==> config.mk <==
export PLATFORM = sky130hd
export DESIGN_NAME = cis_sequencer
export DESIGN_NICKNAME = d
export VERILOG_FILES = /design/src/cis_sequencer.v
export VERILOG_INCLUDE_DIRS = /design/src
export SDC_FILE = /design/constraint.sdc
export NUM_CORES = 1
export LEC_CHECK = 0
export BUFFER_PORTS_ARGS = -buffer_cell sky130_fd_sc_hd__clkbuf_2
export CORE_ASPECT_RATIO = 1.4
export CORE_MARGIN = 3
export CORE_UTILIZATION = 40
export CTS_BUF_LIST = sky130_fd_sc_hd__clkbuf_8
export CTS_CLUSTER_SIZE = 30
export DETAILED_ROUTE_END_ITERATION = 10
export GPL_TIMING_DRIVEN = 0
export PLACE_DENSITY = 0.69
export SLEW_MARGIN = 40
export SYNTH_ARGS = -nofsm -noshare
export SYNTH_HDL_FRONTEND = slang
export SYNTH_SLANG_ARGS = --single-unit
==> constraint.sdc <==
create_clock -name i_clk -period 18.9 [get_ports i_clk]
set_input_delay 1.89 -clock i_clk [delete_from_list [all_inputs] [get_ports i_clk]]
set_output_delay 1.89 -clock i_clk [all_outputs]
set_load 0.05 [all_outputs]
==> src/cis_defines.vh <==
`ifndef CIS_DEFINES_VH
`define CIS_DEFINES_VH

`define CIS_ST_IDLE        3'h0
`define CIS_ST_ACQ         3'h1
`define CIS_ST_INIT        3'h2
`define CIS_ST_TRACK       3'h3
`define CIS_ST_FINAL       3'h4
`define CIS_ST_HOLD        3'h5

`define CIS_DATA_W         24
`define CIS_CNT_W          9
`define CIS_K_RESET        9'h010
`define CIS_M_RESET        9'h010
`define CIS_CLK_MHZ        100
`define CIS_TMIN_UNI_US    64
`define CIS_TMIN_BIP_US    32
`define CIS_TMIN_UNI_CYC   (`CIS_TMIN_UNI_US * `CIS_CLK_MHZ)
`define CIS_TMIN_BIP_CYC   (`CIS_TMIN_BIP_US * `CIS_CLK_MHZ)
`define CIS_RATE_W         16

`define CIS_REG_CTRL       4'h0
`define CIS_REG_ACQ_LEN    4'h1
`define CIS_REG_OVS        4'h2
`define CIS_REG_STATUS     4'h3
`define CIS_REG_RESULT     4'h4
`define CIS_REG_INITPT     4'h5
`define CIS_REG_FINALPT    4'h6
`define CIS_REG_RATE       4'h7

`define CIS_CTRL_CONT      0
`define CIS_CTRL_DSC       1
`define CIS_CTRL_BIPOLAR   2
`define CIS_CTRL_TWOS      3
`define CIS_CTRL_EN        4

`endif

==> src/cis_sequencer.v <==
`timescale 1ns/100ps
// Contract
// - cycle runs acquisition, initial sampling, tracking, final sampling in order
// - acquisition lasts exactly the configured number of clocks; code runs one clock when the configured count is zero
// - first acquisition clock clears the integrating capacitor
// - initial point takes oversample-count samples after acquisition
// - final sampling uses same oversample count; both counts configurable
// - cycle length set by strobe timing, not internal count
// - strobe assertion ends tracking and starts final sampling at once; code enters final sampling three clocks after strobe first sampled low
// - continuous mode: next acquisition right after final sampling ends
// - continuous mode: stay tracking until next strobe, one strobe per cycle
// - strobe held beyond oversample count in continuous mode: non-continuous reset
// - continuous mode keeps previous integration rate for next cycle
// - non-continuous mode: new cycle start controlled separately by strobe
// - non-continuous mode resets capacitance at end of each integration
// - strobe held past integration end: hold reset until strobe released
// - strobe held past integration end clears stored integration rate
// - correction selected: result is final minus initial, every cycle; code gives the final point alone when bipolar is set without two's complement
// - correction allowed unipolar any format, bipolar only two's complement
// - unipolar span +full scale down to -1/256 of full scale
// - bipolar span +250 to -251.95 picocoulombs
`include "cis_defines.vh"
module cis_sequencer #(
  parameter DATA_W = `CIS_DATA_W,
  parameter CNT_W  = `CIS_CNT_W,
  parameter RATE_W = `CIS_RATE_W
) (
  input  wire              i_clk,
  input  wire              i_reset_n,
  input  wire [3:0]        i_addr,
  input  wire [31:0]       i_wdata,
  input  wire              i_wr,
  input  wire              i_rd,
  output reg  [31:0]       o_rdata,
  input  wire              i_final_sample_start_n,
  input  wire              i_cont_mode,
  input  wire              i_double_sample_correction,
  input  wire [DATA_W-1:0] i_sample,
  input  wire signed [RATE_W-1:0] i_rate,
  output reg               o_cap_reset,
  output reg               o_rate_clear,
  output reg               o_sample_en,
  output reg               o_initial_phase,
  output reg  [2:0]        o_phase,
  output reg  [DATA_W-1:0] o_result,
  output reg               o_result_valid,
  output reg               o_short_int
);

  reg [1:0] rst_sync_q;
  wire      rst_n = rst_sync_q[1];

  always @(posedge i_clk or negedge i_reset_n) begin
    if (!i_reset_n) begin
      rst_sync_q <= 2'h0;
    end else begin
      rst_sync_q <= {rst_sync_q[0], 1'b1};
    end
  end

  // strobe synchroniser, asserted level is low
  reg [2:0] fss_q;
  reg       fss_act_q;
  wire      fss_act_d = (fss_q[2] == fss_q[1]) ? ~fss_q[1] : fss_act_q;
  wire      fss_rise  = fss_act_d & ~fss_act_q;

  always @(posedge i_clk or negedge rst_n) begin
    if (!rst_n) begin
      fss_q     <= 3'h7;
      fss_act_q <= 1'b0;
    end else begin
      fss_q     <= {fss_q[1:0], i_final_sample_start_n};
      fss_act_q <= fss_act_d;
    end
  end

  reg  [7:0]       ctrl_q;
  reg  [CNT_W-1:0] acq_len_q;
  reg  [CNT_W-1:0] ovs_q;
  wire             cont   = ctrl_q[`CIS_CTRL_CONT] | i_cont_mode;
  wire             dsc_sel = ctrl_q[`CIS_CTRL_DSC] | i_double_sample_correction;
  wire             bip    = ctrl_q[`CIS_CTRL_BIPOLAR];
  wire             twos   = ctrl_q[`CIS_CTRL_TWOS];
  wire             dsc_ok = dsc_sel & (~bip | twos);

  function [CNT_W-1:0] at_least_one;
    input [CNT_W-1:0] v;
    begin
      at_least_one = (v == {CNT_W{1'b0}}) ? {{(CNT_W-1){1'b0}}, 1'b1} : v;
    end
  endfunction

  wire [CNT_W-1:0] k_len = at_least_one(acq_len_q);
  wire [CNT_W-1:0] m_len = at_least_one(ovs_q);

  reg  [2:0]        st_q, st_d;
  reg  [CNT_W-1:0]  cnt_q, cnt_d;
  reg  [31:0]       int_len_q;
  reg  signed [DATA_W+CNT_W-1:0] acc_q, init_q, fin_q;
  reg  signed [RATE_W-1:0] rate_q;
  reg  [31:0]       cycles_q;
  reg               overrun_q;

  wire cnt_last = (cnt_q == {CNT_W{1'b0}});
  wire signed [DATA_W+CNT_W-1:0] samp_ext =
    $signed({{CNT_W{1'b0}}, i_sample});
  wire signed [DATA_W+CNT_W-1:0] diff = fin_q - init_q;
  wire [31:0] tmin = bip ? `CIS_TMIN_BIP_CYC : `CIS_TMIN_UNI_CYC;

  always @* begin
    st_d  = st_q;
    cnt_d = cnt_q;
    case (st_q)
      `CIS_ST_IDLE: begin
        if (ctrl_q[`CIS_CTRL_EN] && !fss_act_q) begin
          st_d  = `CIS_ST_ACQ;
          cnt_d = k_len - 1'b1;
        end
      end
      `CIS_ST_ACQ: begin
        if (cnt_last) begin
          st_d  = `CIS_ST_INIT;
          cnt_d = m_len - 1'b1;
        end else begin
          cnt_d = cnt_q - 1'b1;
        end
      end
      `CIS_ST_INIT: begin
        if (cnt_last) begin
          st_d = `CIS_ST_TRACK;
        end else begin
          cnt_d = cnt_q - 1'b1;
        end
      end
      `CIS_ST_TRACK: begin
        if (fss_rise) begin
          st_d  = `CIS_ST_FINAL;
          cnt_d = m_len - 1'b1;
        end
      end
      `CIS_ST_FINAL: begin
        if (cnt_last) begin
          if (cont && !fss_act_d) begin
            st_d  = `CIS_ST_ACQ;
            cnt_d = k_len - 1'b1;
          end else begin
            st_d = `CIS_ST_HOLD;
          end
        end else begin
          cnt_d = cnt_q - 1'b1;
        end
      end
      `CIS_ST_HOLD: begin
        if (!fss_act_q) begin
          st_d  = `CIS_ST_ACQ;
          cnt_d = k_len - 1'b1;
        end
      end
      default: begin
        st_d  = `CIS_ST_IDLE;
        cnt_d = {CNT_W{1'b0}};
      end
    endcase
  end

  // output levels for the state being entered
  reg cap_reset_d;
  reg rate_clear_d;
  reg sample_en_d;
  reg initial_phase_d;

  always @* begin
    cap_reset_d     = 1'b0;
    rate_clear_d    = 1'b0;
    sample_en_d     = 1'b0;
    initial_phase_d = 1'b0;
    case (st_d)
      `CIS_ST_IDLE: begin
        cap_reset_d  = 1'b1;
        rate_clear_d = 1'b1;
      end
      `CIS_ST_ACQ: begin
        cap_reset_d = (st_q != `CIS_ST_ACQ);
      end
      `CIS_ST_INIT: begin
        sample_en_d     = 1'b1;
        initial_phase_d = 1'b1;
      end
      `CIS_ST_FINAL: begin
        sample_en_d = 1'b1;
      end
      `CIS_ST_HOLD: begin
        // capacitor and rate stay cleared while the strobe is held
        cap_reset_d  = 1'b1;
        rate_clear_d = 1'b1;
      end
      default: begin
        cap_reset_d = 1'b0;
      end
    endcase
  end

  always @(posedge i_clk or negedge rst_n) begin
    if (!rst_n) begin
      st_q            <= `CIS_ST_IDLE;
      cnt_q           <= {CNT_W{1'b0}};
      o_cap_reset     <= 1'b1;
      o_rate_clear    <= 1'b1;
      o_sample_en     <= 1'b0;
      o_initial_phase <= 1'b0;
      o_phase         <= `CIS_ST_IDLE;
      int_len_q       <= 32'h0;
    end else begin
      st_q            <= st_d;
      cnt_q           <= cnt_d;
      o_phase         <= st_d;
      o_cap_reset     <= cap_reset_d;
      o_rate_clear    <= rate_clear_d;
      o_sample_en     <= sample_en_d;
      o_initial_phase <= initial_phase_d;
      // integration length from the first acquisition clock after idle or hold; a continuous restart from final keeps counting
      if (st_q == `CIS_ST_ACQ || st_q == `CIS_ST_IDLE || st_q == `CIS_ST_HOLD) begin
        if (st_d == `CIS_ST_ACQ && st_q != `CIS_ST_ACQ) begin
          int_len_q <= 32'h1;
        end else begin
          int_len_q <= int_len_q + 32'h1;
        end
      end else begin
        int_len_q <= int_len_q + 32'h1;
      end
    end
  end

  // tracking rate memory, kept across continuous cycles
  always @(posedge i_clk or negedge rst_n) begin
    if (!rst_n) begin
      rate_q    <= {RATE_W{1'b0}};
      overrun_q <= 1'b0;
    end else begin
      if (st_q == `CIS_ST_HOLD || st_q == `CIS_ST_IDLE) begin
        rate_q <= {RATE_W{1'b0}};
      end else if (st_q == `CIS_ST_TRACK) begin
        rate_q <= i_rate;
      end
      if (st_q == `CIS_ST_FINAL && st_d == `CIS_ST_HOLD) begin
        overrun_q <= cont;
      end
    end
  end

  // oversample sums for the initial and final points
  always @(posedge i_clk or negedge rst_n) begin
    if (!rst_n) begin
      acc_q  <= {(DATA_W+CNT_W){1'b0}};
      init_q <= {(DATA_W+CNT_W){1'b0}};
      fin_q  <= {(DATA_W+CNT_W){1'b0}};
    end else begin
      if ((st_q == `CIS_ST_INIT || st_q == `CIS_ST_FINAL) && cnt_q == m_len - 1'b1) begin
        acc_q <= samp_ext;
      end else if (st_q == `CIS_ST_INIT || st_q == `CIS_ST_FINAL) begin
        acc_q <= acc_q + samp_ext;
      end
      if (st_q == `CIS_ST_INIT && cnt_last) begin
        init_q <= (cnt_q == m_len - 1'b1) ? samp_ext : acc_q + samp_ext;
      end
      if (st_q == `CIS_ST_FINAL && cnt_last) begin
        fin_q <= (cnt_q == m_len - 1'b1) ? samp_ext : acc_q + samp_ext;
      end
    end
  end

  // result formatting stage, fed by the completed final point
  reg done_q;
  always @(posedge i_clk or negedge rst_n) begin
    if (!rst_n) begin
      done_q <= 1'b0;
    end else begin
      done_q <= (st_q == `CIS_ST_FINAL) && cnt_last;
    end
  end

  always @(posedge i_clk or negedge rst_n) begin
    if (!rst_n) begin
      o_result <= {DATA_W{1'b0}};
      o_result_valid <= 1'b0;
      o_short_int <= 1'b0;
      cycles_q <= 32'h0;
    end else if (done_q) begin
      o_result       <= dsc_ok ? diff[DATA_W-1:0] : fin_q[DATA_W-1:0];
      o_result_valid <= 1'b1;
      o_short_int    <= (int_len_q < tmin);
      cycles_q       <= cycles_q + 32'h1;
    end else begin
      o_result_valid <= 1'b0;
    end
  end

  // read mux, registered so data stand only in the cycle after the strobe
  reg [31:0] rdata_d;

  always @* begin
    rdata_d = 32'h0;
    if (i_rd) begin
      case (i_addr)
        `CIS_REG_CTRL:    rdata_d = {24'h0, ctrl_q};
        `CIS_REG_ACQ_LEN: rdata_d = {{(32-CNT_W){1'b0}}, acq_len_q};
        `CIS_REG_OVS:     rdata_d = {{(32-CNT_W){1'b0}}, ovs_q};
        `CIS_REG_STATUS:  rdata_d = {27'h0, overrun_q, dsc_ok, st_q};
        `CIS_REG_RESULT:  rdata_d = {{(32-DATA_W){o_result[DATA_W-1]}}, o_result};
        `CIS_REG_INITPT:  rdata_d = init_q[31:0];
        `CIS_REG_FINALPT: rdata_d = fin_q[31:0];
        `CIS_REG_RATE:    rdata_d = {{(32-RATE_W){rate_q[RATE_W-1]}}, rate_q};
        default:          rdata_d = 32'h0;
      endcase
    end
  end

  always @(posedge i_clk or negedge rst_n) begin
    if (!rst_n) begin
      ctrl_q    <= 8'h0;
      acq_len_q <= `CIS_K_RESET;
      ovs_q     <= `CIS_M_RESET;
      o_rdata   <= 32'h0;
    end else begin
      if (i_wr) begin
        case (i_addr)
          `CIS_REG_CTRL:    ctrl_q    <= i_wdata[7:0];
          `CIS_REG_ACQ_LEN: acq_len_q <= i_wdata[CNT_W-1:0];
          `CIS_REG_OVS:     ovs_q     <= i_wdata[CNT_W-1:0];
          default: ;
        endcase
      end
      o_rdata <= rdata_d;
    end
  end

endmodule

==> impl_metrics.py, run 1 <==
metrics = {
    "global_route": {
        "grt_usage_pct": 22.6,
        "antenna_found_initial": 2,
        "grt_pass1_vias": 12300,
        "grt_pass1_wl_um": 67200,
        "grt_max_degree": 46,
        "grt_overflow": 0,
    },
    "route": {
        "routed_wl_um": 42600,
        "viasPerCell": 5.71,
        "firstDrtPassIters": 11,
        "drtIter0Drc": 973,
        "wl_per_cell_um": 19.7,
        "drtAntennaViolNets": 0,
        "vias": 12400,
        "drcViolationCount": 1,
    },
    "finish": {
        "seqCellArea_um2": 6320,
        "drive_gt1_share_pct": 16.2,
        "syn_to_final_growth_pct": 15.5,
        "final_nets": 1824,
        "multi_input_comb_area_um2": 7300,
        "fill_cells": 3320,
    },
    "timing": {
        "slew_violations": 0,
        "tns_ns": 0,
        "setup_ws_ns": 14.58,
        "maxSlewHeadroom_pct": 46.3,
        "tightestPinTransition_ns": 0.799,
        "setup_viol": 0,
        "rsz0062_at_grt": "false",
        "final.period_utilization_pct": 22.9,
        "finalHoldViolations": 0,
        "fmax_ghz": 0.231,
        "clock_skew_ns": 0.0267,
        "min_period_ns": 4.32,
    },
    "synth": {
        "synth_area_leaders": "dfrtp_1 (44%), ha_1 (4.9%), a21oi_1 (4.6%)",
        "syn_nets": 1653,
        "yosys.area.top_type_share_pct": 43.5,
        "synth_top_flop_cell": "dfrtp_1",
        "synth_cell_type_count": 82,
        "synth_edf_count": 0,
        "yosys_register_bits": 252,
        "syn_area_um2": 14100,
        "synth_top_cell_by_area": "dfrtp_1",
        "postSynthAreaPerCell_um2": 9.31,
        "yosysWarnings": 0,
        "synthCells": 1513,
        "async_flop_share_pct": 100,
        "synth_sequential_area_ratio_pct": 44.8,
    },
    "cts": {
        "post_cts_buffers": 0,
        "clkTransAtPathRegs_ns": 0.07,
        "cts_tree": "yes",
        "cts.path.max_buffers": 3,
        "clk_latency_ns": 0.58,
        "cts.sinks": 252,
        "hold_buffers": 0,
        "cts_resized": 0,
        "numCtsBuffers": 39,
        "cts.htree.levels": 2,
        "root_buffer": "clkbuf_8",
    },
    "floorplanning": {
        "core_area_um2": 34400,
        "die-width_um": 165,
        "placementRows": 80,
        "die_h_um": 228,
        "die-area_um2": 37500,
        "ios": 148,
        "start_util_pct": 40.9,
    },
    "flow_run": {
        "maxCapViolCount": 0,
    },
    "power_and_ir_drop": {
        "vdd_ir_drop_max_mv": 0.0578,
        "cellLeakagePower_nw": 7.53,
        "power-per-cell-area_nw_per_um2": 155,
    },
    "placed_design": {
        "port_buffers": 123,
        "place_congestion": 0.932,
        "pre_cts_slack_ns": 14.00,
        "dp_hpwl_um": 33300,
    },
    "setup_path": {
        "worstSetupPathType": "input port to register",
        "critical_path_arrival_ns": 4.75,
        "startpoint_type": "input port",
        "end_kind": "register",
        "worstPathMaxFanout": 7,
        "worstPathRequired_ns": 19.33,
    },
    "status": {
        "violations": "DRC",
        "status": "finished, violations left",
    },
    "worst_hold_path": {
        "hold_path.class": "register to async pin",
    },
}
-- worst max-delay path, stage by stage --
cell,delay [ns]
clkbuf_2,0.09
ha_1,0.38
and3_1,0.22
a221o_1,0.40
a221o_1,0.41
a2111oi_2,0.37
nor2_1,0.13
a311oi_1,0.30
a2bb2oi_1,0.43
a21oi_1,0.12
-- per-layer routing --
metal  global-route usage, %  part of all wire (%)  up-vias
met4                    10.4                   4.6        0
met1                    27.9                    41     5998
met3                    2.98                   5.0      119
met5                       0                     0        -
li1                        -                     -     5826
met2                    38.8                    49      415
-- cell families (layout without fill, tap and decap cells) --
kind of cell             count (synthesis)  in the layout  share of synthesized area, %
AO/OA/AOI/OAI                          460            460                          20.7
XOR/XNOR                                81             81                          5.23
adder cells (fa/ha/maj)                 57             57                          5.17
buffers and inverters                  128            328                          3.60
flip-flops                             252            252                          44.8
multiplexers                            53             53                          4.11
other                                    1              2                        0.0266
AND/OR/NAND/NOR                        481            481                          16.4
-- registers in the layout, summed over array words and instances (netlist names) --
| register | count |
|---|---|
| o_rdata | 32 |
| overrun_q | 1 |
| acq_len_q | 9 |
| o_initial_phase | 1 |
| o_short_int | 1 |
| int_len_q | 32 |
| o_result_valid | 1 |
| init_q | 32 |
| fin_q | 32 |
| cnt_q | 9 |
| done_q | 1 |
| o_rate_clear | 1 |
| fss_act_q | 1 |
| acc_q | 32 |
| o_result | 24 |
| o_cap_reset | 1 |
| ctrl_q | 8 |
| ovs_q | 9 |
| fss_q | 3 |
| rate_q | 16 |
| st_q | 3 |
| rst_sync_q | 2 |
| o_sample_en | 1 |
-- Yosys cell counts (3+ instances only) --
cell,number
and3_1,14
mux2_2,38
a31oi_1,27
nand3b_1,5
dfstp_2,7
dfrtp_1,245
a21oi_1,129
a22oi_1,46
buf_4,4
nor4_1,11
o211ai_1,12
and4_1,7
nand2b_1,18
and2_1,8
clkbuf_1,57
nor3_1,33
nand4_1,9
a211oi_1,9
or2_2,5
o31ai_1,3
or4_1,3
nand3_1,38
o2111ai_1,3
nor2_1,126
xnor2_1,34
a21o_1,31
o21ai_1,5
xor2_1,45
o21ai_0,113
ha_1,55
a22o_1,20
or3_1,16
buf_2,10
nor2b_1,13
a221oi_1,7
o21a_1,12
a222oi_1,5
mux2i_1,14
o22ai_1,6
nor3b_1,9
inv_1,54
nand2_1,157
-- final cells by class --
type / count / share of cell area, %
flip-flops and latches: 252 / 38.8
well taps: 451 / 3.47
clock buffers: 49 / 4.14
inverters: 56 / 1.29
multi-input cells: 1133 / 44.9
clock inverters: 21 / 1.01
diodes: 1 / 0.0154
plain buffers: 72 / 1.83
repair buffers: 130 / 4.55
-- placed cells by master (no fill, tap or decap), types with 9 or more instances in the layout --
cell type  synthesis  routed
a21o_1            31      31
a21oi_1          129     128
a22o_1            20      20
a22oi_1           46      46
a31oi_1           27      27
and3_1            14      14
buf_2             10      11
clkbuf_1          57      57
clkbuf_2           0     123
clkbuf_8           0      49
dfrtp_1          245     244
ha_1              55      55
inv_1             54      61
mux2_2            38      38
mux2i_1           14      14
nand2_1          157     157
nand2b_1          18      18
nand3_1           38      38
nand4_1            9       9
nor2_1           126     126
nor2b_1           13      13
nor3_1            33      30
nor3b_1            9       9
nor4_1            11      10
o211ai_1          12      12
o21a_1            12      12
o21ai_0          113     113
or3_1             16      16
xnor2_1           34      34
xor2_1            45      45
-- through the flow --
stage,area (um^2),total power [mW],util (%),hold slack (ns),instances
2_1_floorplan,14100,1.69,-,0.331,1513
3_3_place_gp,15300,1.98,44.3,0.336,2087
3_5_place_dp,15400,2.01,44.8,0.171,2093
4_1_cts,16300,2.51,47.2,0.174,2163
5_1_grt,16300,2.70,47.3,0.180,2165
6_report,16300,2.52,47.3,0.160,2165
-- power breakdown --
part	internal [mW]	switching [mW]
logic	0.475	0.757
clock network	0.265	0.227
registers	0.668	0.124
-- worst paths after layout --
path	start	to	slack, ns	cells past startpoint
max reg2reg	ovs_q[4]	fin_q[10]	14.79	12
max in group asynchronous	rst_sync_q[1]	fss_q[1]	17.57	3
min reg2reg	rst_sync_q[1]	acc_q[29]	0.16	0
min	rst_sync_q[1]	acc_q[29]	0.16	0
min in group i_clk	fss_q[0]	fss_q[1]	0.35	0
max	i_sample[10]	fin_q[23]	14.58	10
Note: power is estimated with default switching activity, not from simulation.
==> run 2, diff against run 1 <==
ABC_AREA = 1   (was not set)
PLACE_DENSITY = 0.71   (was 0.69)
clock period = 3.6 ns   (was 18.9 ns; I/O delays follow)
==> run 2 against run 1 <==
The run now ends clean; total power increased to 6.3 times the previous value; synthesized cell count is 43% higher; core utilization down 0.35 points; hold slack worse by 0.14 ns; clock power grew to 5.5 times the previous value; register-to-register slack worse by 14 ns; clock skew is 0.0034 ns higher; critical path depth up 10; final area increased by 11%; combinational power grew to 7.3 times the previous value; wire length grew 29%; critical path type is now register to register; critical endpoint is now fin_q[14]; highest routed layer unchanged.
==> impl_metrics.py, run 2 <==
metrics = {
    "timing": {
        "rsz0062_at_grt": "false",
        "slew_violations": 0,
        "tns_ns": 0,
        "final.period_utilization_pct": 91.0,
        "clock_skew_ns": 0.0301,
        "maxSlewHeadroom_pct": 43.4,
        "tightestPinTransition_ns": 0.850,
        "fmax_ghz": 0.305,
        "min_period_ns": 3.28,
        "whs_ns": 0.0244,
        "finalHoldViolations": 0,
        "setup_viol": 0,
    },
    "synth": {
        "yosys.area.top_type_share_pct": 39.2,
        "yosysWarnings": 0,
        "synth_top_cell_by_area": "dfrtp_1",
        "synth_cell_type_count": 54,
        "postSynthAreaPerCell_um2": 7.21,
        "synth_sequential_area_ratio_pct": 40.4,
        "netlist_top_cells_count": "nand2_1 (613), inv_1 (299), dfrtp_1 (245)",
        "synth_most_common_cell": "nand2_1",
        "syn_area_um2": 15600,
        "synth_area_leaders": "dfrtp_1 (39%), nand2_1 (15%), inv_1 (7.2%)",
        "async_flop_share_pct": 100,
        "yosys_register_bits": 252,
        "synthCells": 2169,
        "synth_edf_count": 0,
        "syn_nets": 2309,
        "synth_top_flop_cell": "dfrtp_1",
    },
    "finish": {
        "fill_cells": 3984,
        "drive_gt1_share_pct": 11.3,
        "final_cell_mix": "nand2_1 (613), inv_1 (316), dfrtp_1 (244), nor2_1 (186), nand3_1 (147)",
        "final_cells": 2912,
        "syn_to_final_growth_pct": 15.5,
        "final_cell_area_um2": 18100,
        "final_nets": 2495,
        "layout_commonest_cell": "nand2_1",
    },
    "placed_design": {
        "dpl.cell_count": 2821,
        "place_area_um2": 17000,
        "dp_hpwl_um": 43500,
        "port_buffers": 124,
        "place_congestion": 1.03,
    },
    "route": {
        "routed_wl_um": 54800,
        "drtIter0Drc": 1186,
        "firstDrtPassIters": 5,
        "vias": 15600,
        "drcViolationCount": 0,
        "drtAntennaViolNets": 0,
        "wl_per_cell_um": 18.8,
        "viasPerCell": 5.37,
    },
    "status": {
        "status": "finished clean",
    },
    "global_route": {
        "grt_pass1_vias": 15200,
        "grt_pass1_wl_um": 83800,
        "grt_max_degree": 46,
        "grt_overflow": 0,
        "antenna_found_initial": 2,
        "grt_usage_pct": 25.8,
    },
    "cts": {
        "numCtsBuffers": 43,
        "cts.htree.levels": 2,
        "root_buffer": "clkbuf_8",
        "post_cts_buffers": 0,
        "cts_tree": "yes",
        "clk_latency_ns": 0.59,
        "cts.path.max_buffers": 3,
        "cts.sinks": 252,
        "clkTransAtPathRegs_ns": 0.06,
    },
    "floorplanning": {
        "placementRows": 85,
        "ios": 148,
        "core_area_um2": 38500,
        "die_h_um": 240,
        "start_util_pct": 40.6,
        "die-area_um2": 41500,
        "die-width_um": 173,
    },
    "setup_path": {
        "critPathTopFamily": "simple AND/OR/NAND/NOR gates",
        "critical_path_arrival_ns": 3.75,
        "startpoint_type": "register",
        "end_kind": "register",
        "critPathMostFrequentCell": "nand2_1",
        "worst_path_max_delay_cell": "dfrtp_1",
        "worstPathCellList": "inv_1 > nand2_1 > nor2_1 > nand3_2 > nand2_1 > inv_1 > ha_1 > xor2_1 > nand2_1 > nor2_1 > nand3_1 > nor2_1 > nand2_2 > nor2_8 > nand3_4 > buf_4 > nand2_1 > nand2_1 > nand2_1 > nand2_1",
        "worstPathRequired_ns": 4.07,
        "cp_num_buf_inv": 3,
        "slowest_delay_ns": 0.44,
        "worstSetupPathType": "register to register",
        "worstPathMaxFanout": 10,
    },
    "power_and_ir_drop": {
        "power-per-cell-area_nw_per_um2": 884,
        "seq_power_share_pct": 26.3,
        "p_clk_share_pct": 17.1,
        "swShare_pct": 51.0,
        "internal_power_mw": 7.81,
        "vdd_ir_drop_max_mv": 0.454,
        "p_switching_mw": 8.15,
        "p_comb_share_pct": 56.6,
        "cellLeakagePower_nw": 9.68,
    },
    "flow_run": {
        "maxCapViolCount": 0,
    },
    "worst_hold_path": {
        "hold_path.class": "input port to register",
    },
}
## run 2: worst reg2reg max path, stage by stage, from the launching register on
cell and delay (ns):
dfrtp_1 0.44, inv_1 0.18, nand2_1 0.07, nor2_1 0.14, nand3_2 0.14, nand2_1 0.15
inv_1 0.06, ha_1 0.34, xor2_1 0.23, nand2_1 0.08, nor2_1 0.08, nand3_1 0.07
nor2_1 0.13, nand2_2 0.10, nor2_8 0.20, nand3_4 0.15, buf_4 0.21, nand2_1 0.08
nand2_1 0.16, nand2_1 0.10, nand2_1 0.06
## run 2: timing repair
item                                   CTS  global route
endpoints found under the hold margin   12             0
setup endpoints to repair                0             2
hold buffers                            11             0
gates resized for setup                  0             1
## run 2: final timing paths
| kind | startpoint | end | slack, ns | cells after the start |
|---|---|---|---|---|
| min | i_rate[2] | rate_q[2] | 0.02 | 3 |
| max | ovs_q[8] | fin_q[14] | 0.32 | 20 |
| min in group asynchronous | i_reset_n | rst_sync_q[0] | 0.10 | 2 |
| max reg2reg | ovs_q[8] | fin_q[14] | 0.32 | 20 |
| min reg2reg | rst_sync_q[1] | int_len_q[25] | 0.24 | 0 |
| max in group asynchronous | rst_sync_q[1] | o_result[15] | 2.24 | 3 |
## run 2: logic make-up (layout without fill, tap and decap cells)
family | Yosys count | count (layout) | synth area share [%]
compound gates | 348 | 348 | 13.0
xor+xnor | 54 | 54 | 3.03
fa+ha+maj | 57 | 57 | 4.66
buf+inv | 368 | 587 | 9.13
flops | 252 | 252 | 40.4
other cells | 1 | 3 | 0.0240
simple gates | 1089 | 1089 | 29.8
## run 2: stage by stage
stage / utilization (%) / total power [mW] / worst slack (ns)
after floorplan: - / 10.4 / 1.07
after global placement: 43.9 / 13.0 / 0.116
after detailed placement: 44.3 / 13.1 / 0.315
after CTS: 46.9 / 15.9 / 0.321
after global routing: 46.9 / 17.2 / 0.0379
final: 46.9 / 16.0 / 0.325
## run 2: per-layer routing
metal	vias to the layer above	GRT usage, %	wire (um)	part of all wire (%)
li1	7464	-	-	-
met1	7399	29.9	21400	39
met2	593	45.3	26800	49
met3	191	3.24	2730	5.0
met4	0	16.5	3890	7.1
met5	-	0	0	0
## run 2: power by group through the flow
| stage | registers (mW) | clock network [mW] | logic [mW] |
|---|---|---|---|
| 4_1_cts | 4.18 | 2.78 | 8.90 |
| 5_1_grt | 4.26 | 2.92 | 10.0 |
| 3_5_place_dp | 4.22 | 0 | 8.86 |
| 2_1_floorplan | 4.46 | 0 | 5.93 |
| 6_report | 4.20 | 2.73 | 9.03 |
| 3_3_place_gp | 4.25 | 0 | 8.73 |
## run 2: area by class of cell
| class | count | area, um^2 | area share (%) |
|---|---|---|---|
| Multi-Input combinational cell | 1549 | 7910 | 43.8 |
| Buffer | 62 | 279 | 1.54 |
| Antenna cell | 2 | 5.00 | 0.0277 |
| Clock inverter | 24 | 158 | 0.873 |
| Timing Repair Buffer | 141 | 851 | 4.71 |
| Tap cell | 522 | 653 | 3.62 |
| Clock buffer | 54 | 743 | 4.11 |
| Inverter | 306 | 1150 | 6.36 |
| Sequential cell | 252 | 6320 | 35.0 |
==> run 3, diff against run 2 <==
ABC_AREA = not set   (was 1)
CORE_ASPECT_RATIO = 1.2   (was 1.4)
SKIP_CTS_REPAIR_TIMING = 1   (was not set)
==> run 3 against run 2 <==
Core utilization grew 0.87 points; critical path depth shrank 7; sequential share of layout area grew 3.5 points; die area shrank 9.6%; worst setup slack lost 0.11 ns; largest power group unchanged.
==> impl_metrics.py, run 3 (same netlist as run 1, synthesis figures left out) <==
metrics = {
    "status": {
        "status": "finished clean",
    },
    "cts": {
        "cts.htree.levels": 2,
        "clk_latency_ns": 0.57,
        "root_buffer": "clkbuf_8",
        "cts.sinks": 252,
        "numCtsBuffers": 40,
        "clkTransAtPathRegs_ns": 0.07,
        "cts.path.max_buffers": 3,
        "cts_tree": "yes",
    },
    "worst_hold_path": {
        "hold_start": "i_rate[6]",
        "min_to": "rate_q[6]",
        "hold_depth": 2,
        "hold_path.class": "input port to register",
    },
    "power_and_ir_drop": {
        "p_switching_mw": 5.71,
        "p_clk_share_pct": 19.9,
        "vdd_ir_drop_max_mv": 0.265,
        "swShare_pct": 43.1,
        "cellLeakagePower_nw": 7.56,
        "power.total_mw": 13.2,
        "seq_power_share_pct": 31.6,
        "internal_power_mw": 7.53,
        "p_comb_share_pct": 48.4,
        "power-per-cell-area_nw_per_um2": 807,
    },
    "route": {
        "wl_per_cell_um": 19.3,
        "firstDrtPassIters": 7,
        "vias": 12200,
        "viasPerCell": 5.60,
        "drtAntennaViolNets": 0,
        "routed_wl_um": 41900,
        "drtIter0Drc": 1102,
        "drcViolationCount": 0,
    },
    "setup_path": {
        "worstPathRequired_ns": 4.03,
        "worstPathCellList": "nor4_4 > a31oi_2 > ha_2 > nand2b_1 > nor4_4 > xnor3_1 > o211ai_1 > nor4_4 > buf_12 > clkbuf_4 > mux2_2 > nand2_1 > o21ai_0",
        "reg2regPathDepth": 13,
        "critPathMostFrequentCell": "nor4_4",
        "slowest_delay_ns": 0.50,
        "end_kind": "register",
        "critical_path_arrival_ns": 3.81,
        "rr_endpoint": "init_q[7]",
        "r2r_slack_ns": 0.22,
        "rr_startpoint": "ovs_q[6]",
        "worstSetupPathType": "register to register",
        "worstPathMaxFanout": 10,
        "cp_num_buf_inv": 2,
        "startpoint_type": "register",
        "critPathTopFamily": "simple AND/OR/NAND/NOR gates",
        "worst_path_max_delay_cell": "dfrtp_1",
    },
    "global_route": {
        "use_met1_pct": 29.7,
        "antenna_found_initial": 0,
        "grt_max_degree": 45,
        "grt_overflow": 0,
        "gr-usage-met2_pct": 36.9,
        "grt_pass1_wl_um": 66300,
        "grt_pass1_vias": 12100,
        "grt_usage_pct": 22.3,
        "grt_busiest_layer": "met2",
        "gr-usage-met3_pct": 3.18,
    },
    "timing": {
        "finalHoldViolations": 0,
        "clock_skew_ns": 0.0282,
        "maxSlewHeadroom_pct": 47.3,
        "min_period_ns": 3.38,
        "fmax_ghz": 0.296,
        "setup_viol": 0,
        "final.period_utilization_pct": 93.9,
        "tightestPinTransition_ns": 0.784,
        "slew_violations": 0,
    },
    "finish": {
        "layout_commonest_cell": "dfrtp_1",
        "final_cell_mix": "dfrtp_1 (244), nand2_1 (157), a21oi_1 (127), nor2_1 (126), clkbuf_2 (123)",
        "final_cell_area_um2": 16400,
        "fill_cells": 3230,
        "final_cells": 2173,
        "final_nets": 1829,
        "syn_to_final_growth_pct": 16.5,
        "final_util_pct": 47.8,
        "drive_gt1_share_pct": 16.7,
    },
    "floorplanning": {
        "ios": 148,
        "die-width_um": 177,
        "die_h_um": 212,
        "core_area_um2": 34400,
        "die-area_um2": 37500,
        "placementRows": 74,
        "start_util_pct": 41.0,
    },
    "placed_design": {
        "place_area_um2": 15400,
        "dpl.cell_count": 2099,
        "place_congestion": 0.952,
        "port_buffers": 123,
        "dp_hpwl_um": 32500,
    },
    "flow_run": {
        "maxCapViolCount": 0,
    },
}
run 3: layer usage:
| layer | up-vias | wire (um) |
|---|---|---|
| met5 | - | 0 |
| met4 | 0 | 1610 |
| met3 | 86 | 2320 |
| met2 | 408 | 19700 |
| met1 | 5860 | 18300 |
| li1 | 5816 | - |
run 3: area by class of cell:
class	count	area, um^2	share of cell area (%)
flip-flops and latches	252	6320	38.5
repair buffers	136	806	4.91
diodes	1	2.50	0.0152
plain buffers	70	292	1.78
clock inverters	14	118	0.717
multi-input cells	1133	7340	44.7
clock buffers	55	757	4.61
inverters	56	210	1.28
well taps	456	571	3.48
run 3: metrics by stage:
stage / hold WS [ns] / setup WS [ns] / setup TNS (ns)
after floorplan: 0.0644 / 0.488 / 0
after global placement: 0.146 / -0.416 / -23.62
after CTS: -0.459 / -0.452 / -26.95
after global routing: 0.0181 / -0.00706 / -0.0139
after detailed placement: 0.148 / -0.423 / -23.67
final: 0.0291 / 0.219 / 0
run 3: worst max path at each step:
stage          startpoint   endpoint  slack, ns  depth (start not counted)
6_report         ovs_q[6]  init_q[7]       0.22                         13
5_1_grt          ovs_q[2]  init_q[7]     -0.007                         14
4_1_cts          ovs_q[4]  fin_q[21]      -0.45                         12
3_5_place_dp     ovs_q[4]  acc_q[21]      -0.42                         12
3_3_place_gp     ovs_q[4]  init_q[7]      -0.42                         13
2_1_floorplan    ovs_q[4]  init_q[7]       0.49                         13
run 3: power by group through the flow:
stage               clock, mW  combinational [mW]  sequential [mW]
floorplan                   0                4.62             4.24
global placement            0                6.12             4.22
detailed placement          0                6.33             4.19
CTS                      2.70                6.35             4.15
global route             2.82                7.17             4.26
finish                   2.64                6.41             4.19
